`src/arb_timer_consts.svh`:
```
// Purpose: constants of the serial bus arbiter timer
// Assumes: included by its bare name
// Notes:   offsets are register indices on the plain port
`ifndef ARB_TIMER_CONSTS_SVH
`define ARB_TIMER_CONSTS_SVH
`define ADDR_CTRL      1'h0
`define ADDR_COUNT     1'h1
`define CTRL_MODE_HI   7
`define CTRL_MODE_LO   6
`define CTRL_LOST      5
`define CTRL_CLK_SEL   4
`define CTRL_DONE      3
`define CTRL_RUNNING   2
`define CTRL_OVERFLOW  1
`define CTRL_MSB       0
`define RST_BYTE       8'h00
`define RST_COUNT      9'h000
`define COUNT_MAX      9'h1ff
`define SAMPLE_BUS     9'h038
`define SAMPLE_PRESC   9'h008
`define BUS_DIV        4
`endif

```
`src/arb_timer_pkg.sv`:
```
// Purpose: types of the serial bus arbiter timer
// Assumes: nothing
// Notes:   register request travels as one packed struct
package arb_timer_pkg;
  typedef struct packed {
    logic       wr;
    logic       rd;
    logic       addr;
    logic [7:0] wdata;
  } reg_req_t;
  typedef enum logic [1:0] {
    MODE_IDLE    = 2'b00,
    MODE_MEASURE = 2'b01,
    MODE_ARB     = 2'b10,
    MODE_RSVD    = 2'b11
  } mode_t;
  typedef enum logic [1:0] {
    ST_IDLE = 2'b00,
    ST_WAIT = 2'b01,
    ST_RUN  = 2'b10,
    ST_DONE = 2'b11
  } state_t;
endpackage

```
`src/serial_bus_arbiter_timer.sv`:
```
// Purpose: 9-bit arbiter counter for bit time, break length and bus arbitration
// Assumes: prescaler ticks and internal tx are on mclk_in; rx pin is asynchronous
// Notes:   one register per index on the plain port, read data one cycle later
//
// Design decisions made here: the placing of the registers and the strobed register port.
`timescale 1ns/100ps
`include "arb_timer_consts.svh"
module serial_bus_arbiter_timer #(
  parameter int BUS_DIV = `BUS_DIV
) (
  input  wire                      mclk_in,
  input  wire                      sys_rst_in,
  input  wire arb_timer_pkg::reg_req_t bus_req_in,
  output logic [7:0]               rdata_out,
  input  wire                      rxd_in,
  input  wire                      internal_serial_tx_in,
  input  wire                      bus_presc_tick_in,
  input  wire                      osc_presc_tick_in,
  input  wire                      prescaler_source_select_in,
  output logic                     tx_pin_out
);
  import arb_timer_pkg::*;

  localparam int DIV_W = $clog2(BUS_DIV);

  mode_t        mode_ff;
  logic         clk_sel_ff;
  logic         lost_ff;
  logic         done_ff;
  logic         ovf_ff;
  logic [8:0]   cnt_ff;
  logic [8:0]   nxt_cnt;
  state_t       state_ff;
  state_t       nxt_state;
  logic [DIV_W-1:0] div_ff;
  logic         half_ff;
  logic         rx_meta_ff;
  logic         rx_ff;
  logic         rx_prev_ff;
  logic         tx_prev_ff;
  logic         seen_low_ff;
  logic         sampled_ff;
  logic         ctrl_wr;
  logic         div_tick;
  logic         presc_tick;
  logic         tick;
  logic         rx_fall;
  logic         rx_rise;
  logic         tx_rise;
  logic         tx_fall;
  logic         measuring;
  logic         arbitrating;
  logic         running;
  logic         sample_hit;
  logic         abort;
  logic         finish;
  logic [8:0]   sample_at;
  logic [7:0]   ctrl_byte;

  // decode of one register index, used by write and read paths
  function automatic logic hit(input reg_req_t req, input logic idx);
    hit = (req.addr == idx);
  endfunction

  assign ctrl_wr = bus_req_in.wr && hit(bus_req_in, `ADDR_CTRL);

  // pin synchroniser; only rx_ff and later are looked at
  always_ff @(posedge mclk_in) begin
    if (sys_rst_in) begin
      rx_meta_ff <= 1'b1;
      rx_ff      <= 1'b1;
      rx_prev_ff <= 1'b1;
    end else begin
      rx_meta_ff <= rxd_in;
      rx_ff      <= rx_meta_ff;
      rx_prev_ff <= rx_ff;
    end
  end

  // internal tx is same-clock logic, no synchroniser needed
  always_ff @(posedge mclk_in) begin
    if (sys_rst_in) begin
      tx_prev_ff <= 1'b1;
    end else begin
      tx_prev_ff <= internal_serial_tx_in;
    end
  end

  assign rx_fall = rx_prev_ff && !rx_ff;
  assign rx_rise = !rx_prev_ff && rx_ff;
  assign tx_rise = !tx_prev_ff && internal_serial_tx_in;
  assign tx_fall = tx_prev_ff && !internal_serial_tx_in;

  // bus clock divider, ratio set by parameter
  always_ff @(posedge mclk_in) begin
    if (sys_rst_in) begin
      div_ff <= '0;
    end else if (div_tick) begin
      div_ff <= '0;
    end else begin
      div_ff <= div_ff + 1'b1;
    end
  end
  assign div_tick = (div_ff == DIV_W'(BUS_DIV - 1));

  // prescaler source follows the config select bit
  assign presc_tick = prescaler_source_select_in ? osc_presc_tick_in : bus_presc_tick_in;

  // half rate of the prescaler output
  always_ff @(posedge mclk_in) begin
    if (sys_rst_in) begin
      half_ff <= 1'b0;
    end else if (presc_tick) begin
      half_ff <= !half_ff;
    end
  end

  // counter tick source by clock select
  assign tick = clk_sel_ff ? (presc_tick && half_ff) : div_tick;

  // mode decode; the reserved code falls through to idle
  assign measuring   = (mode_ff == MODE_MEASURE);
  assign arbitrating = (mode_ff == MODE_ARB);
  assign running     = (state_ff == ST_RUN);

  // sample point depends on clock select
  assign sample_at  = clk_sel_ff ? `SAMPLE_PRESC : `SAMPLE_BUS;
  assign sample_hit = arbitrating && running && (cnt_ff == sample_at) && !sampled_ff;
  // tx fall before rx is seen low at the sample point aborts the attempt
  assign abort      = arbitrating && running && tx_fall && !seen_low_ff && !tx_rise;
  assign finish     = measuring && running &&
                      (clk_sel_ff ? rx_rise : rx_fall);

  // mode and select registers, cleared by reset
  always_ff @(posedge mclk_in) begin
    if (sys_rst_in) begin
      mode_ff    <= MODE_IDLE;
      clk_sel_ff <= 1'b0;
    end else if (ctrl_wr) begin
      mode_ff    <= mode_t'({bus_req_in.wdata[`CTRL_MODE_HI], bus_req_in.wdata[`CTRL_MODE_LO]});
      clk_sel_ff <= bus_req_in.wdata[`CTRL_CLK_SEL];
    end
  end

  // sequencer; a control write restarts the wait for a start event
  always_comb begin
    nxt_state = state_ff;
    if (!measuring && !arbitrating) begin
      nxt_state = ST_IDLE;
    end else if (ctrl_wr) begin
      nxt_state = ST_WAIT;
    end else begin
      unique case (state_ff)
        // a start event in the first cycle after a mode write is not lost
        ST_IDLE, ST_WAIT: begin
          nxt_state = ST_WAIT;
          if (measuring && !clk_sel_ff && rx_fall) begin
            nxt_state = ST_RUN;
          end
          if (measuring && clk_sel_ff && !rx_ff) begin
            nxt_state = ST_RUN;
          end
          if (arbitrating && tx_rise) begin
            nxt_state = ST_RUN;
          end
        end
        ST_RUN: begin
          if (finish) begin
            nxt_state = ST_DONE;
          end else if (abort) begin
            nxt_state = ST_WAIT;
          end
        end
        ST_DONE: begin
          if (arbitrating && tx_rise) begin
            nxt_state = ST_RUN;
          end
        end
      endcase
    end
  end

  always_ff @(posedge mclk_in) begin
    if (sys_rst_in) begin
      state_ff <= ST_IDLE;
    end else begin
      state_ff <= nxt_state;
    end
  end

  // counter; write wins over counting
  always_comb begin
    nxt_cnt = cnt_ff;
    // cleared by write or idle mode
    if (ctrl_wr || (!measuring && !arbitrating)) begin
      nxt_cnt = `RST_COUNT;
    // restart on tx rise, reset on abort
    end else if (arbitrating && (tx_rise || abort)) begin
      nxt_cnt = `RST_COUNT;
    end else if (running && tick && !finish) begin
      nxt_cnt = cnt_ff + 9'h001;
    end
  end

  always_ff @(posedge mclk_in) begin
    if (sys_rst_in) begin
      cnt_ff <= `RST_COUNT;
    end else begin
      cnt_ff <= nxt_cnt;
    end
  end

  // arbitration bookkeeping per transmitted bit
  always_ff @(posedge mclk_in) begin
    if (sys_rst_in || !arbitrating || tx_rise) begin
      seen_low_ff <= 1'b0;
      sampled_ff  <= 1'b0;
    end else begin
      // own echo lags through the synchroniser; only the sample point senses rx
      if (sample_hit && !rx_ff) begin
        seen_low_ff <= 1'b1;
      end
      if (sample_hit) begin
        sampled_ff <= 1'b1;
      end
    end
  end

  // lost flag; a set in the clearing cycle wins
  always_ff @(posedge mclk_in) begin
    if (sys_rst_in) begin
      lost_ff <= 1'b0;
    end else if (sample_hit && !rx_ff) begin
      lost_ff <= 1'b1;
    end else if (ctrl_wr && !bus_req_in.wdata[`CTRL_MODE_HI]) begin
      lost_ff <= 1'b0;
    end
  end

  // done flag, set wins over write clear
  always_ff @(posedge mclk_in) begin
    if (sys_rst_in) begin
      done_ff <= 1'b0;
    end else if (finish) begin
      done_ff <= 1'b1;
    end else if (ctrl_wr) begin
      done_ff <= 1'b0;
    end
  end

  // overflow on carry out of nine bits
  always_ff @(posedge mclk_in) begin
    if (sys_rst_in) begin
      ovf_ff <= 1'b0;
    end else if (running && tick && !finish && (cnt_ff == `COUNT_MAX)) begin
      ovf_ff <= 1'b1;
    end else if (ctrl_wr) begin
      ovf_ff <= 1'b0;
    end
  end

  // status view of the control register
  always_comb begin
    ctrl_byte                 = `RST_BYTE;
    ctrl_byte[`CTRL_MODE_HI]  = mode_ff[1];
    ctrl_byte[`CTRL_MODE_LO]  = mode_ff[0];
    ctrl_byte[`CTRL_LOST]     = lost_ff;
    ctrl_byte[`CTRL_CLK_SEL]  = clk_sel_ff;
    ctrl_byte[`CTRL_DONE]     = done_ff;
    ctrl_byte[`CTRL_RUNNING]  = running;
    ctrl_byte[`CTRL_OVERFLOW] = ovf_ff;
    ctrl_byte[`CTRL_MSB]      = cnt_ff[8];
  end

  // read data stand only in the cycle after the strobe
  always_ff @(posedge mclk_in) begin
    if (sys_rst_in || !bus_req_in.rd) begin
      rdata_out <= `RST_BYTE;
    end else if (hit(bus_req_in, `ADDR_CTRL)) begin
      rdata_out <= ctrl_byte;
    end else begin
      rdata_out <= cnt_ff[7:0];
    end
  end

  // tx pin held high while lost; costs one cycle of latency
  always_ff @(posedge mclk_in) begin
    if (sys_rst_in) begin
      tx_pin_out <= 1'b1;
    end else begin
      tx_pin_out <= lost_ff || internal_serial_tx_in;
    end
  end
endmodule

```
`config.mk`:
```
export PLATFORM = sky130hd
export DESIGN_NAME = serial_bus_arbiter_timer
export DESIGN_NICKNAME = d
export VERILOG_FILES = /design/src/arb_timer_pkg.sv /design/src/serial_bus_arbiter_timer.sv
export VERILOG_INCLUDE_DIRS = /design/src
export SDC_FILE = /design/constraint.sdc
export NUM_CORES = 1
export LEC_CHECK = 0
export BUFFER_PORTS_ARGS = -buffer_cell sky130_fd_sc_hd__buf_2
export CORE_MARGIN = 4
export CORE_UTILIZATION = 55
export DETAILED_ROUTE_END_ITERATION = 8
export GPL_ROUTABILITY_DRIVEN = 0
export GPL_TIMING_DRIVEN = 1
export PLACE_DENSITY = 0.81
export REMOVE_ABC_BUFFERS = 1
export SYNTH_ARGS = -nofsm -noshare
export SYNTH_HDL_FRONTEND = slang
export SYNTH_SLANG_ARGS = --single-unit
```
`constraint.sdc`:
```
create_clock -name mclk_in -period 6.63 [get_ports mclk_in]
set_clock_uncertainty 0.15 [all_clocks]
set_input_delay 0.3315 -clock mclk_in [delete_from_list [all_inputs] [get_ports mclk_in]]
set_output_delay 0.3315 -clock mclk_in [all_outputs]
set_load 0.005 [all_outputs]
```
; ---- After elaboration in Yosys (flattened, before gate mapping)
; Index checks and enable logic that the tools add are counted.
[totals]
reg_bits = 35
input_bits = 18
output_inout_bits = 9
elab_cells = 108
[op_classes]
n_addsub = 2
n_eq_ne = 12
muxes = 18
n_bitwise = 1
n_reduce_logical = 57
[ops]
columns = op, count
row1 = 1-bit logical AND, 26
row2 = 1-bit zero test, 14
row3 = 2-bit two-way mux, 6
row4 = "9-bit by 1-bit adder with 9-bit output, second input constant", 1
row5 = 9-bit by 6-bit == test with 1-bit output, 1
row6 = "9-bit == test, second input constant", 1
row7 = 1-bit two-way mux, 9
row8 = "2-bit == test, second input constant", 4
row9 = 8-bit two-way mux, 1
row10 = 1-bit logical OR, 6
row11 = 6-bit two-way mux, 1
row12 = 2-bit case mux with 3 select lines, 1
row13 = 2-bit nonzero test, 3
row14 = 2-bit OR reduction, 3
row15 = 3-bit OR reduction, 2
row16 = "2-bit by 1-bit == test with 1-bit output, second input constant", 2
row17 = "4-bit by 2-bit inequality test with 1-bit output, second input constant", 1
row18 = 2-bit AND reduction, 2
row19 = "3-bit by 1-bit inequality test with 1-bit output, second input constant", 1
row20 = "3-bit inequality test, second input constant", 1
row21 = "2-bit by 1-bit adder with 2-bit output, second input constant", 1
row22 = 2-bit zero test, 1
row23 = "2-bit inequality test, second input constant", 1
row24 = 1-bit NOT, 1

; ---- Logic depth before layout (Yosys ltp)
; Gate-level depths: netlist of the first run.
[depth]
word_depth = 9
mapped_depth = 7
ltp_nobuf = 6

; ---- Worst setup path before layout of the first run
; OpenSTA, ideal clock, no wires.
[synth_timing]
path_kind = flip-flop to flip-flop
startpoint = register mode_ff[1]
endpoint = register cnt_ff[6]
arrival_time_ns = 1.918
required_time_ns = 6.409
slack_ns = 4.491
path_stages_with_launch = 8
path_buffers = 1
synth_period_minus_slack_ns = 2.139
path_cell_list = dfxtp_1 inv_1 ha_1 and4bb_1 a311o_1 buf_6 or4_1 a21oi_1
[synth_via]
elab_chain_cells = 8
elab_cells_between_ends = 17
cone_classes = eq/ne (2) / reduce/logical (15)
[synth_rtl]
columns = item, line
row1 = start: declaration, serial_bus_arbiter_timer.sv:26  ; mode_t mode_ff;
row2 = start signal: assignment, serial_bus_arbiter_timer.sv:140  ; mode_ff <= mode_t'({bus_req_in.wdata[`CTRL_MODE_HI], bus_req_in.wdata[`CTRL_MODE_LO]});
row3 = 2-bit == test, serial_bus_arbiter_timer.sv:123  ; assign arbitrating = (mode_ff == MODE_ARB);
row4 = 1-bit logical AND (4 in a row), serial_bus_arbiter_timer.sv:130  ; assign abort = arbitrating && running && tx_fall && !seen_low_ff && !tx_rise;
row5 = 1-bit logical OR, serial_bus_arbiter_timer.sv:198  ; end else if (arbitrating && (tx_rise || abort)) begin
row6 = 1-bit logical AND, serial_bus_arbiter_timer.sv:198
row7 = 3-bit OR reduction (no source line), --
row8 = end signal: assignment, serial_bus_arbiter_timer.sv:207  ; cnt_ff <= `RST_COUNT;
row9 = end signal: assignment, serial_bus_arbiter_timer.sv:209  ; cnt_ff <= nxt_cnt;
row10 = end: declaration, serial_bus_arbiter_timer.sv:31  ; logic [8:0] cnt_ff;
; Several ways; a longest one is shown, not always the timed one.
; A chain may end at the register's enable or synchronous reset.

; ---- Final worst setup path of the first run
[layout_timing]
startpoint = register mode_ff[1]
endpoint = register cnt_ff[3]
; The elaborated chain is that of the path after synthesis.

==> report_table.html, run 1 <==
<table>
<tr><th>Metric</th><th>Value</th></tr>
<tr><th colspan="2">Logic synthesis</th></tr>
<tr><td>Post-synthesis share of cell area spent on and, or, nand and nor gates</td><td>24.4%</td></tr>
<tr><td>Compound-gate portion of the synthesized area</td><td>roughly 16%</td></tr>
<tr><td>Post-synthesis register bit count</td><td>35</td></tr>
<tr><td>Most frequent cell after synthesis</td><td>dfxtp_1</td></tr>
<tr><td>Adder-cell area share of the yosys netlist</td><td>4.75%</td></tr>
<tr><td>Post-Synth XOR/XNOR Area</td><td>less than 1%</td></tr>
<tr><td>Warnings from Yosys</td><td>0</td></tr>
<tr><td>Share of the synthesized area in the top cell type</td><td>44.4%</td></tr>
<tr><td>Dominant combinational cell family by area after synthesis</td><td>simple AND/OR/NAND/NOR gates</td></tr>
<tr><td>Leading cell types by total area after synthesis</td><td>dfxtp_1 (44%), mux2i_1 (5.1%), a21oi_1 (4.8%)</td></tr>
<tr><td>Sequential element share of the synthesized area</td><td>between 40% and 50%</td></tr>
<tr><td>Synthesized area divided by synthesized cell count</td><td>between 9 and 10 um2</td></tr>
<tr><td>Summed instance area of the synthesized netlist</td><td>1580 um2</td></tr>
<tr><td>Multiplexer fraction of the synthesized cell area</td><td>5.07%</td></tr>
<tr><td>Async S/R FF share, synth</td><td>0%</td></tr>
<tr><td>Post-Syn Instances</td><td>roughly 180</td></tr>
<tr><td>Synth unique cells</td><td>39</td></tr>
<tr><td>Most frequent cells after synthesis</td><td>dfxtp_1 (35), nor2_1 (17), a21oi_1 (15)</td></tr>
<tr><td>Yosys top cell by area</td><td>dfxtp_1</td></tr>
<tr><td>Number of flops mapped to enable cells by yosys</td><td>0</td></tr>
<tr><td>Main synth FF type</td><td>dfxtp_1</td></tr>
<tr><th colspan="2">Clocking</th></tr>
<tr><td>Total clock buffers created by CTS</td><td>5</td></tr>
<tr><td>Number of instances resized during post-cts repair</td><td>0</td></tr>
<tr><td>Post-CTS setup repair buffer count</td><td>0</td></tr>
<tr><td>Count of H-tree levels built during CTS</td><td>2</td></tr>
<tr><td>CTS clock-pin slew for the worst setup and hold paths</td><td>around 0.11 ns</td></tr>
<tr><td>TritonCTS clock tree</td><td>yes</td></tr>
<tr><td>Clock insertion delay at the later pin of the skew report</td><td>between 0.3 and 0.4 ns</td></tr>
<tr><td>Clock sink count</td><td>35</td></tr>
<tr><td>Hold-fix buffer count after cts</td><td>0</td></tr>
<tr><td>Buffers from clock root to sink, at most</td><td>2</td></tr>
<tr><td>Clk root buf</td><td>clkbuf_4</td></tr>
<tr><th colspan="2">Final layout</th></tr>
<tr><td>Antenna cells</td><td>0</td></tr>
<tr><td>Number of nets in the final layout</td><td>221</td></tr>
<tr><td>Layout Area Growth over Synthesis</td><td>13.9%</td></tr>
<tr><td>Share of layout cells above drive strength 1</td><td>approximately a fifth</td></tr>
<tr><td>Final standard cell area without fillers</td><td>roughly 1800 um2</td></tr>
<tr><th colspan="2">Timing</th></tr>
<tr><td>Max Fclk</td><td>~0.43 GHz</td></tr>
<tr><td>Total count of hold-check failures in the final report</td><td>0</td></tr>
<tr><td>Normalized max-slew margin</td><td>between 50% and 60%</td></tr>
<tr><td>RSZ-0062 raised after global routing</td><td>false</td></tr>
<tr><td>Crit path setup slack, layout</td><td>approximately 4.3 ns</td></tr>
<tr><td>Final critical-path share of the clock period</td><td>a little over a third</td></tr>
<tr><td>Final setup violation count</td><td>0</td></tr>
<tr><td>Actual transition at the worst max-transition pin</td><td>around 0.73 ns</td></tr>
<tr><td>Time the worst path needs with I/O delays and setup</td><td>roughly 2.3 ns</td></tr>
<tr><td>Setup TNS after final layout</td><td>0 ns</td></tr>
<tr><td>Pins Over Slew Limit</td><td>0</td></tr>
<tr><td>Final hold slack</td><td>between 0.01 and 0.015 ns</td></tr>
<tr><th colspan="2">Global route</th></tr>
<tr><td>Antenna violations before repair</td><td>0</td></tr>
<tr><td>Pin count of the biggest net entering global routing</td><td>20</td></tr>
<tr><td>Vias in the first global route</td><td>between 1,000 and 1,500</td></tr>
<tr><td>GRT Residual Overflow</td><td>0</td></tr>
<tr><td>Overall global routing resource usage</td><td>between 10% and 20%</td></tr>
<tr><td>Global-route wire length before repair</td><td>roughly 5400 um</td></tr>
<tr><th colspan="2">Floorplanning</th></tr>
<tr><td>Overall die area</td><td>roughly 3800 um2</td></tr>
<tr><td>Top-level I/O count</td><td>27</td></tr>
<tr><td>Die height</td><td>61.6 um</td></tr>
<tr><td>Num rows</td><td>19</td></tr>
<tr><td>Initial core utilization</td><td>between 50% and 60%</td></tr>
<tr><td>Placeable core region</td><td>2760 um2</td></tr>
<tr><td>Horiz. Die Dim</td><td>about 60 um</td></tr>
<tr><th colspan="2">Power</th></tr>
<tr><td>Total chip power</td><td>around 0.00044 W</td></tr>
<tr><td>Power Density</td><td>about 240 nW/um2</td></tr>
<tr><td>Leakage component of the power</td><td>0.688 nW</td></tr>
<tr><td>Peak supply drop</td><td>~0.25 mV</td></tr>
<tr><th colspan="2">Routing</th></tr>
<tr><td>Number of antenna-violating nets in the routed design</td><td>0</td></tr>
<tr><td>Average detailed-routed wire length per instance</td><td>14.3 um</td></tr>
<tr><td>Post-detailed-route DRC marker count</td><td>0</td></tr>
<tr><td>Total Routed Length</td><td>approximately 3300 um</td></tr>
<tr><td>Via-to-Cell Ratio</td><td>around 6</td></tr>
<tr><td>Starting DRC count in detailed routing</td><td>66</td></tr>
<tr><td>First drt pass iteration count</td><td>4</td></tr>
<tr><td>Overall via count from detail_route</td><td>between 1,000 and 1,500</td></tr>
<tr><th colspan="2">Min path</th></tr>
<tr><td>Number of cells traversed by the worst hold path</td><td>2</td></tr>
<tr><td>Min-delay worst type</td><td>in2reg</td></tr>
<tr><th colspan="2">Worst setup path</th></tr>
<tr><td>Internal reg-to-reg setup slack</td><td>4.29 ns</td></tr>
<tr><td>Kind of launch point of the worst setup path</td><td>register</td></tr>
<tr><td>Endpoint type of the worst setup path</td><td>register</td></tr>
<tr><td>Number of cell instances on the worst register-to-register path</td><td>6</td></tr>
<tr><td>Arrival @ worst endpoint</td><td>~2.5 ns</td></tr>
<tr><td>Maximum net fanout on the critical path</td><td>11</td></tr>
<tr><td>CP required</td><td>just under 7 ns</td></tr>
<tr><td>WS Path Type</td><td>reg2reg</td></tr>
<tr><th colspan="2">Place</th></tr>
<tr><td>Cell area after placement</td><td>between 1500 and 2000 um2</td></tr>
<tr><td>Pre-CTS setup slack</td><td>about 4.3 ns</td></tr>
<tr><td>PortBufs</td><td>21</td></tr>
<tr><td>Final HPWL from detailed placement</td><td>between 2000 and 2500 um</td></tr>
<tr><th colspan="2">Outcome</th></tr>
<tr><td>Run status</td><td>complete, no violations</td></tr>
<tr><th colspan="2">Job</th></tr>
<tr><td>Max Cap Violations</td><td>0</td></tr>
</table>
[power by group]
part           total (W)  leakage, nW  internal [W]  switching, W
Clock           0.000192       0.0514      0.000117     0.0000745
Combinational  0.0000256        0.352     0.0000110     0.0000146
Sequential      0.000219        0.284      0.000215    0.00000386
Total           0.000436        0.688      0.000344     0.0000929
[worst paths after layout]
| path | start | end |
|---|---|---|
| setup / recovery | mode_ff[1] | cnt_ff[3] |
| hold / removal | rxd_in | rx_meta_ff |
| setup reg to reg | mode_ff[1] | cnt_ff[3] |
| hold reg to reg | rx_meta_ff | rx_ff |
[cell usage in the layout (no fill, tap or decap), types with 3 or more instances in the layout]
master	count
a21oi_1	15
buf_2	21
clkbuf_4	5
dfxtp_1	35
ha_1	6
inv_1	11
mux2i_1	8
nand2_1	9
nand2b_1	3
nand3_1	7
nand4_1	6
nor2_1	17
nor2b_1	4
nor3_1	3
nor3b_1	3
o21ai_0	4
o31ai_1	4
or2_2	5
or4_1	3
[layout make-up]
cell class | count | area (um2)
sequential | 35 | 701
multi-input combinational | 123 | 807
timing repair buffer | 21 | 105
clock buffer | 5 | 37.5
clock inverter | 3 | 67.6
inverter | 11 | 41.3
tap | 31 | 38.8
fill | 247 | 960
[sequential cells by signal, summed over array words and instances (netlist names), 2 cells and up]
| signal | cells |
|---|---|
| cnt_ff | 9 |
| state_ff | 2 |
| rdata_out | 8 |
| div_ff | 2 |
| mode_ff | 2 |
[worst max-delay path, cell delays in order, from the launching register on]
cell	delay [ns]
dfxtp_1	0.41
inv_1	0.06
ha_1	0.25
and4bb_1	0.25
a311o_1	0.47
or4_1	0.55
a21oi_1	0.14
[through the flow]
stage | std cells | utilization [%]
after floorplan | 169 | -
after global placement | 221 | 61.4
after detailed placement | 221 | 61.4
after CTS | 229 | 65.2
after global routing | 229 | 65.2
final | 229 | 65.2
[routing by layer]
layer	wire length, um	global-route usage (%)
met4	56	10.3
met3	267	7.13
met5	0	0
met2	1570	32.1
met1	1390	22.2
[cells by family after synthesis]
logic type	after synthesis
muxes	8
and+or+nand+nor	70
DFF	35
adders and majority gates	6
AOI/OAI and AO/OA	38
xor gates and xnor gates	1
buffers and inverters	17
(Power assumes the default switching activity.)
==> run 2, diff against run 1 <==
--- a/config.mk
+++ b/config.mk
@@ -6,13 +6,14 @@
 export SDC_FILE = /design/constraint.sdc
 export NUM_CORES = 1
 export LEC_CHECK = 0
+export ABC_AREA = 1
 export BUFFER_PORTS_ARGS = -buffer_cell sky130_fd_sc_hd__buf_2
 export CORE_MARGIN = 4
-export CORE_UTILIZATION = 55
+export CORE_UTILIZATION = 54
 export DETAILED_ROUTE_END_ITERATION = 8
 export GPL_ROUTABILITY_DRIVEN = 0
 export GPL_TIMING_DRIVEN = 1
-export PLACE_DENSITY = 0.81
+export PLACE_DENSITY = 0.8
 export REMOVE_ABC_BUFFERS = 1
 export SYNTH_ARGS = -nofsm -noshare
 export SYNTH_HDL_FRONTEND = slang
==> constraint.sdc (replaced) <==
create_clock -name mclk_in -period 2.3 [get_ports mclk_in]
set_clock_uncertainty 0.15 [all_clocks]
set_input_delay 0.115 -clock mclk_in [delete_from_list [all_inputs] [get_ports mclk_in]]
set_output_delay 0.115 -clock mclk_in [all_outputs]
set_load 0.005 [all_outputs]
==> run 2 against run 1 <==
Non-clock buffer count up 14. Sequential power rose to 2.9 times the previous value. Via count rose by 5.0%. Final area grew 9.7%. Combinational power rose to 3.9 times the previous value. Sequential share of layout area decreased by 3.4 points. Synthesized cell count grew 24%.
==> report_table.html, run 2 <==
<table>
<tr><th>Metric</th><th>Value</th></tr>
<tr><th colspan="2">Logic synthesis</th></tr>
<tr><td>Synth unique cells</td><td>24 (-38%)</td></tr>
<tr><td>Main synth FF type</td><td>dfxtp_1</td></tr>
<tr><td>Warnings from Yosys</td><td>0 (unchanged)</td></tr>
<tr><td>Most frequent cell after synthesis</td><td>nand2_1</td></tr>
<tr><td>Async S/R FF share, synth</td><td>0% (unchanged)</td></tr>
<tr><td>Share of the synthesized area in the top cell type</td><td>43.7% (-0.66 points)</td></tr>
<tr><td>Leading cell types by total area after synthesis</td><td>dfxtp_1 (44%), nand2_1 (9.8%), a21oi_1 (8.1%)</td></tr>
<tr><td>Number of flops mapped to enable cells by yosys</td><td>0 (unchanged)</td></tr>
<tr><td>Synthesized area divided by synthesized cell count</td><td>7.39 um2 (-18%)</td></tr>
<tr><td>Most frequent cells after synthesis</td><td>nand2_1 (42), dfxtp_1 (35), inv_1 (29)</td></tr>
<tr><td>Summed instance area of the synthesized netlist</td><td>1600 um2 (+1.5%)</td></tr>
<tr><td>Post-synthesis register bit count</td><td>35 (unchanged)</td></tr>
<tr><td>Yosys top cell by area</td><td>dfxtp_1</td></tr>
<tr><td>Sequential element share of the synthesized area</td><td>43.7% (-0.66 points)</td></tr>
<tr><td>Post-Syn Instances</td><td>217 (+24%)</td></tr>
<tr><th colspan="2">Floorplanning</th></tr>
<tr><td>Horiz. Die Dim</td><td>62.5 um (+1.5%)</td></tr>
<tr><td>Die height</td><td>62.5 um (+1.5%)</td></tr>
<tr><td>Top-level I/O count</td><td>27 (unchanged)</td></tr>
<tr><td>Initial core utilization</td><td>57.1% (-0.12 points)</td></tr>
<tr><td>Num rows</td><td>19 (unchanged)</td></tr>
<tr><td>Placeable core region</td><td>2810 um2 (+1.7%)</td></tr>
<tr><td>Overall die area</td><td>3900 um2 (+2.9%)</td></tr>
<tr><th colspan="2">Timing</th></tr>
<tr><td>Actual transition at the worst max-transition pin</td><td>0.390 ns (-0.342 ns)</td></tr>
<tr><td>Setup TNS after final layout</td><td>0 ns (unchanged)</td></tr>
<tr><td>Crit path setup slack, layout</td><td>0.227 ns (-4.06 ns)</td></tr>
<tr><td>Final setup violation count</td><td>0 (unchanged)</td></tr>
<tr><td>Max Fclk</td><td>0.482 GHz</td></tr>
<tr><td>Final hold slack</td><td>0.128 ns (+0.114 ns)</td></tr>
<tr><td>Total count of hold-check failures in the final report</td><td>0 (unchanged)</td></tr>
<tr><td>Time the worst path needs with I/O delays and setup</td><td>2.07 ns</td></tr>
<tr><td>Pins Over Slew Limit</td><td>0 (unchanged)</td></tr>
<tr><td>Normalized max-slew margin</td><td>73.9% (+23 points)</td></tr>
<tr><td>RSZ-0062 raised after global routing</td><td>false</td></tr>
<tr><td>Final critical-path share of the clock period</td><td>around nine tenths</td></tr>
<tr><th colspan="2">Clocking</th></tr>
<tr><td>Count of H-tree levels built during CTS</td><td>2 (unchanged)</td></tr>
<tr><td>Clock sink count</td><td>35 (unchanged)</td></tr>
<tr><td>Post-CTS setup repair buffer count</td><td>0 (unchanged)</td></tr>
<tr><td>Clk root buf</td><td>clkbuf_4</td></tr>
<tr><td>Total clock buffers created by CTS</td><td>5 (unchanged)</td></tr>
<tr><td>Buffers from clock root to sink, at most</td><td>2 (unchanged)</td></tr>
<tr><td>Number of instances resized during post-cts repair</td><td>0 (unchanged)</td></tr>
<tr><td>TritonCTS clock tree</td><td>yes</td></tr>
<tr><td>Clock insertion delay at the later pin of the skew report</td><td>0.34 ns (about the same)</td></tr>
<tr><td>Hold-fix buffer count after cts</td><td>14 (+14)</td></tr>
<tr><td>CTS clock-pin slew for the worst setup and hold paths</td><td>0.11 ns (about the same)</td></tr>
<tr><th colspan="2">Worst setup path</th></tr>
<tr><td>Endpoint type of the worst setup path</td><td>register</td></tr>
<tr><td>WS Path Type</td><td>in2reg</td></tr>
<tr><td>Kind of launch point of the worst setup path</td><td>input pin</td></tr>
<tr><td>Arrival @ worst endpoint</td><td>2.16 ns (-0.32 ns)</td></tr>
<tr><td>Maximum net fanout on the critical path</td><td>12 (+1)</td></tr>
<tr><td>CP required</td><td>2.39 ns (-4.37 ns)</td></tr>
<tr><th colspan="2">Power</th></tr>
<tr><td>Relative contribution of sequential cells to total power</td><td>49.3% (-0.9 points)</td></tr>
<tr><td>Cell-internal power</td><td>0.00101 W (+190%)</td></tr>
<tr><td>Net Switching</td><td>0.000279 W (+200%)</td></tr>
<tr><td>Peak supply drop</td><td>0.355 mV (+40%)</td></tr>
<tr><td>Share of total power in combinational logic</td><td>7.9% (+2.0 points)</td></tr>
<tr><td>Leakage component of the power</td><td>0.881 nW (+28%)</td></tr>
<tr><td>Clock group share of total power</td><td>42.8% (-1.1 points)</td></tr>
<tr><td>Net Sw Frac</td><td>21.6% (+0.34 points)</td></tr>
<tr><td>Power Density</td><td>654 nW/um2 (+170%)</td></tr>
<tr><th colspan="2">Routing</th></tr>
<tr><td>Overall via count from detail_route</td><td>1,461 (+5.0%)</td></tr>
<tr><td>Average detailed-routed wire length per instance</td><td>11.9 um (-17%)</td></tr>
<tr><td>Post-detailed-route DRC marker count</td><td>0 (unchanged)</td></tr>
<tr><td>Starting DRC count in detailed routing</td><td>95 (+44%)</td></tr>
<tr><td>First drt pass iteration count</td><td>4 (unchanged)</td></tr>
<tr><td>Number of antenna-violating nets in the routed design</td><td>0 (unchanged)</td></tr>
<tr><td>Via-to-Cell Ratio</td><td>5.09 (-16%)</td></tr>
<tr><td>Total Routed Length</td><td>3420 um (+4.0%)</td></tr>
<tr><th colspan="2">Final layout</th></tr>
<tr><td>Register name with the most flops</td><td>cnt_ff</td></tr>
<tr><td>Number of nets in the final layout</td><td>279 (+26%)</td></tr>
<tr><td>Flip-flop count of the largest register after layout</td><td>9 (unchanged)</td></tr>
<tr><td>Total of fill cells in the finished design</td><td>230 (-6.9%)</td></tr>
<tr><td>Most common cell after layout, fill and taps aside</td><td>nand2_1</td></tr>
<tr><td>FF+latch area</td><td>701 um2 (unchanged)</td></tr>
<tr><td>Commonest cells after routing, fill and taps aside</td><td>nand2_1 (42), dfxtp_1 (35), inv_1 (29), a21oi_1 (26), nand3_1 (23)</td></tr>
<tr><td>Antenna cells</td><td>0 (unchanged)</td></tr>
<tr><td>Share of layout cells above drive strength 1</td><td>14.8% (-4.9 points)</td></tr>
<tr><td>Final standard cell area without fillers</td><td>1970 um2 (+9.7%)</td></tr>
<tr><td>Layout Area Growth over Synthesis</td><td>23.0%</td></tr>
<tr><td>Largest regs</td><td>cnt_ff (9), rdata_out (8)</td></tr>
<tr><td>Footprint of the multi-input gates</td><td>766 um2 (-5.1%)</td></tr>
<tr><th colspan="2">Global route</th></tr>
<tr><td>Overall global routing resource usage</td><td>19.4% (-0.25 points)</td></tr>
<tr><td>Pin count of the biggest net entering global routing</td><td>15 (-25%)</td></tr>
<tr><td>Antenna violations before repair</td><td>0 (unchanged)</td></tr>
<tr><td>Global-route wire length before repair</td><td>6090 um (+13%)</td></tr>
<tr><td>GRT Residual Overflow</td><td>0 (unchanged)</td></tr>
<tr><td>Vias in the first global route</td><td>1,375 (+8.1%)</td></tr>
<tr><th colspan="2">Outcome</th></tr>
<tr><td>Run status</td><td>complete, no violations</td></tr>
<tr><th colspan="2">Place</th></tr>
<tr><td>PortBufs</td><td>21 (unchanged)</td></tr>
<tr><td>Pre-CTS setup slack</td><td>0.520 ns (-3.80 ns)</td></tr>
<tr><td>Final HPWL from detailed placement</td><td>2380 um (-0.30%)</td></tr>
<tr><td>Cell area after placement</td><td>1730 um2 (+2.0%)</td></tr>
<tr><th colspan="2">Job</th></tr>
<tr><td>Max Cap Violations</td><td>0 (unchanged)</td></tr>
<tr><th colspan="2">Min path</th></tr>
<tr><td>Min-delay worst type</td><td>in2reg</td></tr>
</table>
[run 2: cell families (layout without fill, tap and decap cells)]
logic type,after synthesis,after routing,synth area share [%]
simple gates,98,98,27.8
flops,35,35,43.7
xor+xnor,3,3,1.64
compound gates,40,40,13.7
fa+ha+maj,6,6,4.68
buf+inv,35,74,8.51
[run 2: path summary, 6_finish.rpt]
path | start | cells after the start | end | slack (ns)
min | bus_req_in[10] | 4 | done_ff | 0.13
max | bus_req_in[8] | 7 | lost_ff | 0.23
max reg2reg | mode_ff[0] | 7 | lost_ff | 0.23
min reg2reg | rx_meta_ff | 1 | rx_ff | 0.27
[run 2: final cells by class]
cell class / instances / area share [%]
tap: 31 / 1.97
multi-input combinational: 147 / 38.8
clock buffer: 5 / 1.90
timing repair buffer: 35 / 12.4
inverter: 31 / 5.90
sequential: 35 / 35.5
clock inverter: 3 / 3.43
[run 2: power by group through the flow]
stage                     sequential, W  combinational (W)  clock [W]
after floorplan                0.000648          0.0000515          0
after global placement         0.000648          0.0000814          0
after detailed placement       0.000649          0.0000826          0
after CTS                      0.000635           0.000100   0.000567
after global routing           0.000639           0.000115   0.000591
final                          0.000635           0.000101   0.000552
[run 2: critical path, cell delays in order]
cell and delay, ns:
dlygate4sd3_1 0.53, buf_2 0.17, inv_1 0.20, nand2_1 0.28, o21ai_0 0.23, a21oi_1 0.08, dlygate4sd3_1 0.55
[run 2: per-layer routing]
layer  GRT usage (%)  part of all wire [%]  up-vias
li1                -                     -      782
met1            24.1                    48      654
met2            31.7                    47       21
met3            6.12                   4.4        4
met4            6.34                  0.85        0
met5               0                     0        -
[run 2: stage by stage]
| stage | std cells | utilization (%) | power (W) |
|---|---|---|---|
| global placement | 265 | 61.6 | 0.000730 |
| global route | 287 | 70.3 | 0.00135 |
| floorplan | 213 | - | 0.000700 |
| finish | 287 | 70.3 | 0.00129 |
| detailed placement | 265 | 61.6 | 0.000732 |
| CTS | 287 | 70.3 | 0.00130 |
==> run 3, diff against run 2 <==
==> constraint.sdc (replaced) <==
create_clock -name mclk_in -period 2.3 [get_ports mclk_in]
set_clock_uncertainty 0.15 [all_clocks]
set_input_delay 0.23 -clock mclk_in [delete_from_list [all_inputs] [get_ports mclk_in]]
set_output_delay 0.23 -clock mclk_in [all_outputs]
set_load 0.005 [all_outputs]
==> run 3 against run 2 <==
Critical path depth is 1 lower. Clock-buffer cell count unchanged. Combinational power is 8% lower. Global-route usage is essentially flat. Setup slack better by 0.26 ns. Critical endpoint is now cnt_ff[0]. Largest cell class unchanged.
==> report_table.html, run 3 (synthesized netlist as in run 2, its figures left out) <==
<table>
<tr><th>Metric</th><th>Value</th></tr>
<tr><th colspan="2">Routing</th></tr>
<tr><td>Average detailed-routed wire length per instance</td><td>12.4 um (+4.6%)</td></tr>
<tr><td>Overall via count from detail_route</td><td>1,461 (unchanged)</td></tr>
<tr><td>Via-to-Cell Ratio</td><td>5.24 (+2.9%)</td></tr>
<tr><td>Number of antenna-violating nets in the routed design</td><td>0 (unchanged)</td></tr>
<tr><td>Starting DRC count in detailed routing</td><td>131 (+38%)</td></tr>
<tr><td>Total Routed Length</td><td>3470 um (+1.6%)</td></tr>
<tr><td>First drt pass iteration count</td><td>6 (+2)</td></tr>
<tr><td>Post-detailed-route DRC marker count</td><td>0 (unchanged)</td></tr>
<tr><th colspan="2">Min path</th></tr>
<tr><td>Min-delay worst type</td><td>in2reg</td></tr>
<tr><th colspan="2">Global route</th></tr>
<tr><td>Global-route wire length before repair</td><td>5990 um (-1.7%)</td></tr>
<tr><td>Pin count of the biggest net entering global routing</td><td>15 (unchanged)</td></tr>
<tr><td>Overall global routing resource usage</td><td>19.3% (-0.039 points)</td></tr>
<tr><td>GRT Residual Overflow</td><td>0 (unchanged)</td></tr>
<tr><td>Vias in the first global route</td><td>1,305 (-5.1%)</td></tr>
<tr><td>Antenna violations before repair</td><td>0 (unchanged)</td></tr>
<tr><th colspan="2">Power</th></tr>
<tr><td>Total chip power</td><td>0.00105 W (-18%)</td></tr>
<tr><td>Share of total power in combinational logic</td><td>8.8% (+0.9 points)</td></tr>
<tr><td>Cell-internal power</td><td>0.000778 W (-23%)</td></tr>
<tr><td>Net Sw Frac</td><td>26.0% (+4.3 points)</td></tr>
<tr><td>Clock group share of total power</td><td>30.7% (-12 points)</td></tr>
<tr><td>Peak supply drop</td><td>0.424 mV (+19%)</td></tr>
<tr><td>Relative contribution of sequential cells to total power</td><td>60.5% (+11 points)</td></tr>
<tr><td>Net Switching</td><td>0.000273 W (-2.2%)</td></tr>
<tr><td>Leakage component of the power</td><td>0.828 nW (-6.1%)</td></tr>
<tr><td>Power Density</td><td>572 nW/um2 (-12%)</td></tr>
<tr><th colspan="2">Final layout</th></tr>
<tr><td>Total of fill cells in the finished design</td><td>256 (+11%)</td></tr>
<tr><td>Final standard cell area without fillers</td><td>1840 um2 (-6.9%)</td></tr>
<tr><td>Most common cell after layout, fill and taps aside</td><td>nand2_1</td></tr>
<tr><td>Register name with the most flops</td><td>cnt_ff</td></tr>
<tr><td>Number of nets in the final layout</td><td>271 (-2.9%)</td></tr>
<tr><td>Share of layout cells above drive strength 1</td><td>15.7% (+0.88 points)</td></tr>
<tr><td>Final core utilization</td><td>65.5% (-4.8 points)</td></tr>
<tr><td>Antenna cells</td><td>0 (unchanged)</td></tr>
<tr><td>Commonest cells after routing, fill and taps aside</td><td>nand2_1 (42), dfxtp_1 (35), inv_1 (29), a21oi_1 (26), nand3_1 (23)</td></tr>
<tr><td>Largest regs</td><td>cnt_ff (9), rdata_out (8)</td></tr>
<tr><td>Flip-flop count of the largest register after layout</td><td>9 (unchanged)</td></tr>
<tr><td>Layout Area Growth over Synthesis</td><td>14.6%</td></tr>
<tr><td>FF+latch area</td><td>701 um2 (unchanged)</td></tr>
<tr><td>Footprint of the multi-input gates</td><td>766 um2 (unchanged)</td></tr>
<tr><th colspan="2">Timing</th></tr>
<tr><td>Total count of hold-check failures in the final report</td><td>0 (unchanged)</td></tr>
<tr><td>Max Fclk</td><td>0.553 GHz (+15%)</td></tr>
<tr><td>Final critical-path share of the clock period</td><td>78.7% (-11 points)</td></tr>
<tr><td>Crit path setup slack, layout</td><td>0.491 ns (+0.264 ns)</td></tr>
<tr><td>Actual transition at the worst max-transition pin</td><td>0.397 ns (+0.00731 ns)</td></tr>
<tr><td>RSZ-0062 raised after global routing</td><td>false</td></tr>
<tr><td>Normalized max-slew margin</td><td>73.5% (-0.49 points)</td></tr>
<tr><td>Final setup violation count</td><td>0 (unchanged)</td></tr>
<tr><td>Pins Over Slew Limit</td><td>0 (unchanged)</td></tr>
<tr><td>Time the worst path needs with I/O delays and setup</td><td>1.81 ns (-0.264 ns)</td></tr>
<tr><td>Setup TNS after final layout</td><td>0 ns (unchanged)</td></tr>
<tr><th colspan="2">Worst setup path</th></tr>
<tr><td>CP endpoint</td><td>cnt_ff[0]</td></tr>
<tr><td>Internal reg-to-reg setup slack</td><td>0.49 ns (+0.26 ns)</td></tr>
<tr><td>CP required</td><td>2.43 ns (+0.04 ns)</td></tr>
<tr><td>List of cells traversed by the critical path</td><td>nand2_1 &gt; nor2_1 &gt; nand3_2 &gt; nand3_2 &gt; nand2_1 &gt; a21oi_1</td></tr>
<tr><td>Worst Path Buf+Inv</td><td>0 (-4)</td></tr>
<tr><td>Worst reg2reg startpoint</td><td>state_ff[1]</td></tr>
<tr><td>End of the worst register-to-register path</td><td>cnt_ff[0]</td></tr>
<tr><td>Maximum net fanout on the critical path</td><td>14 (+2)</td></tr>
<tr><td>Arrival @ worst endpoint</td><td>1.94 ns (-0.22 ns)</td></tr>
<tr><td>Total stage count of the critical path</td><td>6 (-1)</td></tr>
<tr><td>Peak per-stage delay on the critical path</td><td>0.42 ns (-0.13 ns)</td></tr>
<tr><td>WS Path Type</td><td>reg2reg</td></tr>
<tr><td>Kind of launch point of the worst setup path</td><td>register</td></tr>
<tr><td>Number of cell instances on the worst register-to-register path</td><td>6 (-1)</td></tr>
<tr><td>Beginning of the critical path</td><td>state_ff[1]</td></tr>
<tr><td>Endpoint type of the worst setup path</td><td>register</td></tr>
<tr><td>Slowest cell on crit path</td><td>dfxtp_1</td></tr>
<tr><td>Family with the most delay on the worst path</td><td>simple AND/OR/NAND/NOR gates</td></tr>
<tr><th colspan="2">Clocking</th></tr>
<tr><td>TritonCTS clock tree</td><td>yes</td></tr>
<tr><td>Clock insertion delay at the later pin of the skew report</td><td>0.34 ns (about the same)</td></tr>
<tr><td>Total clock buffers created by CTS</td><td>5 (unchanged)</td></tr>
<tr><td>Clock sink count</td><td>35 (unchanged)</td></tr>
<tr><td>Post-CTS setup repair buffer count</td><td>0 (unchanged)</td></tr>
<tr><td>Buffers from clock root to sink, at most</td><td>2 (unchanged)</td></tr>
<tr><td>Number of instances resized during post-cts repair</td><td>0 (unchanged)</td></tr>
<tr><td>CTS clock-pin slew for the worst setup and hold paths</td><td>0.11 ns (about the same)</td></tr>
<tr><td>Count of H-tree levels built during CTS</td><td>2 (unchanged)</td></tr>
<tr><td>Hold-fix buffer count after cts</td><td>4 (-10)</td></tr>
<tr><td>Clk root buf</td><td>clkbuf_4</td></tr>
<tr><th colspan="2">Floorplanning</th></tr>
<tr><td>Placeable core region</td><td>2810 um2 (unchanged)</td></tr>
<tr><td>Horiz. Die Dim</td><td>62.5 um (unchanged)</td></tr>
<tr><td>Die height</td><td>62.5 um (unchanged)</td></tr>
<tr><td>Num rows</td><td>19 (unchanged)</td></tr>
<tr><td>Top-level I/O count</td><td>27 (unchanged)</td></tr>
<tr><td>Initial core utilization</td><td>57.1% (unchanged)</td></tr>
<tr><td>Overall die area</td><td>3900 um2 (unchanged)</td></tr>
<tr><th colspan="2">Place</th></tr>
<tr><td>Cell area after placement</td><td>1730 um2 (+0.43%)</td></tr>
<tr><td>Pre-CTS setup slack</td><td>0.530 ns (+0.0105 ns)</td></tr>
<tr><td>PortBufs</td><td>21 (unchanged)</td></tr>
<tr><td>Final HPWL from detailed placement</td><td>2480 um (+4.5%)</td></tr>
<tr><th colspan="2">Outcome</th></tr>
<tr><td>Run status</td><td>complete, no violations</td></tr>
<tr><th colspan="2">Job</th></tr>
<tr><td>Max Cap Violations</td><td>0 (unchanged)</td></tr>
</table>
==> run 3: changes by cell type in the layout (fill, tap and decap cells not counted), sizes merged <==
cell | before | now
dlygate4sd3 | 14 | 5
clkinv | 1 | 4
bufinv | 2 | 0
buf | 21 | 22
clkinvlp | 1 | 0
==> run 3: how the worst min path moves through the flow <==
stage / startpoint / endpoint / slack (ns) / cells past startpoint
2_1_floorplan: sys_rst_in / done_ff / 0.15 / 1
3_3_place_gp: rx_meta_ff / rx_ff / 0.24 / 1
3_5_place_dp: rx_meta_ff / rx_ff / 0.24 / 1
4_1_cts: sys_rst_in / ovf_ff / 0.0005 / 2
5_1_grt: bus_req_in[6] / mode_ff[0] / 0.003 / 3
6_report: bus_req_in[6] / mode_ff[0] / 0.03 / 3
==> run 3: worst reg2reg max path, delay by kind of cell (launching register included) <==
family / cells / cell delay, ns
flops: 1 / 0.42
compound gates: 1 / 0.14
simple gates: 5 / 1.02
==> run 3: final cells by class <==
| cell class | instances | area share (%) |
|---|---|---|
| clock inverters | 3 | 0.817 |
| multi-input cells | 147 | 41.7 |
| clock buffers | 5 | 2.04 |
| repair buffers | 27 | 8.86 |
| well taps | 31 | 2.11 |
| flip-flops and latches | 35 | 38.1 |
| inverters | 31 | 6.34 |
==> run 3: per-layer routing <==
metal	GRT usage, %	part of all wire (%)	up-vias
li1	-	-	770
met3	5.94	6.8	5
met5	0	0	-
met4	7.99	1.3	0
met2	31.3	49	43
met1	23.7	43	643
==> run 3: power by group through the flow <==
stage | registers [W] | clock network, W | logic (W)
finish | 0.000636 | 0.000322 | 0.0000929
global placement | 0.000649 | 0 | 0.0000826
global route | 0.000638 | 0.000358 | 0.000106
floorplan | 0.000648 | 0 | 0.0000515
detailed placement | 0.000649 | 0 | 0.0000855
CTS | 0.000635 | 0.000331 | 0.0000919
==> run 3: metrics by stage <==
step,hold WS [ns],cells
floorplan,0.149,213
global placement,0.243,266
detailed placement,0.245,266
CTS,0.000455,278
global route,0.00335,279
finish,0.0265,279
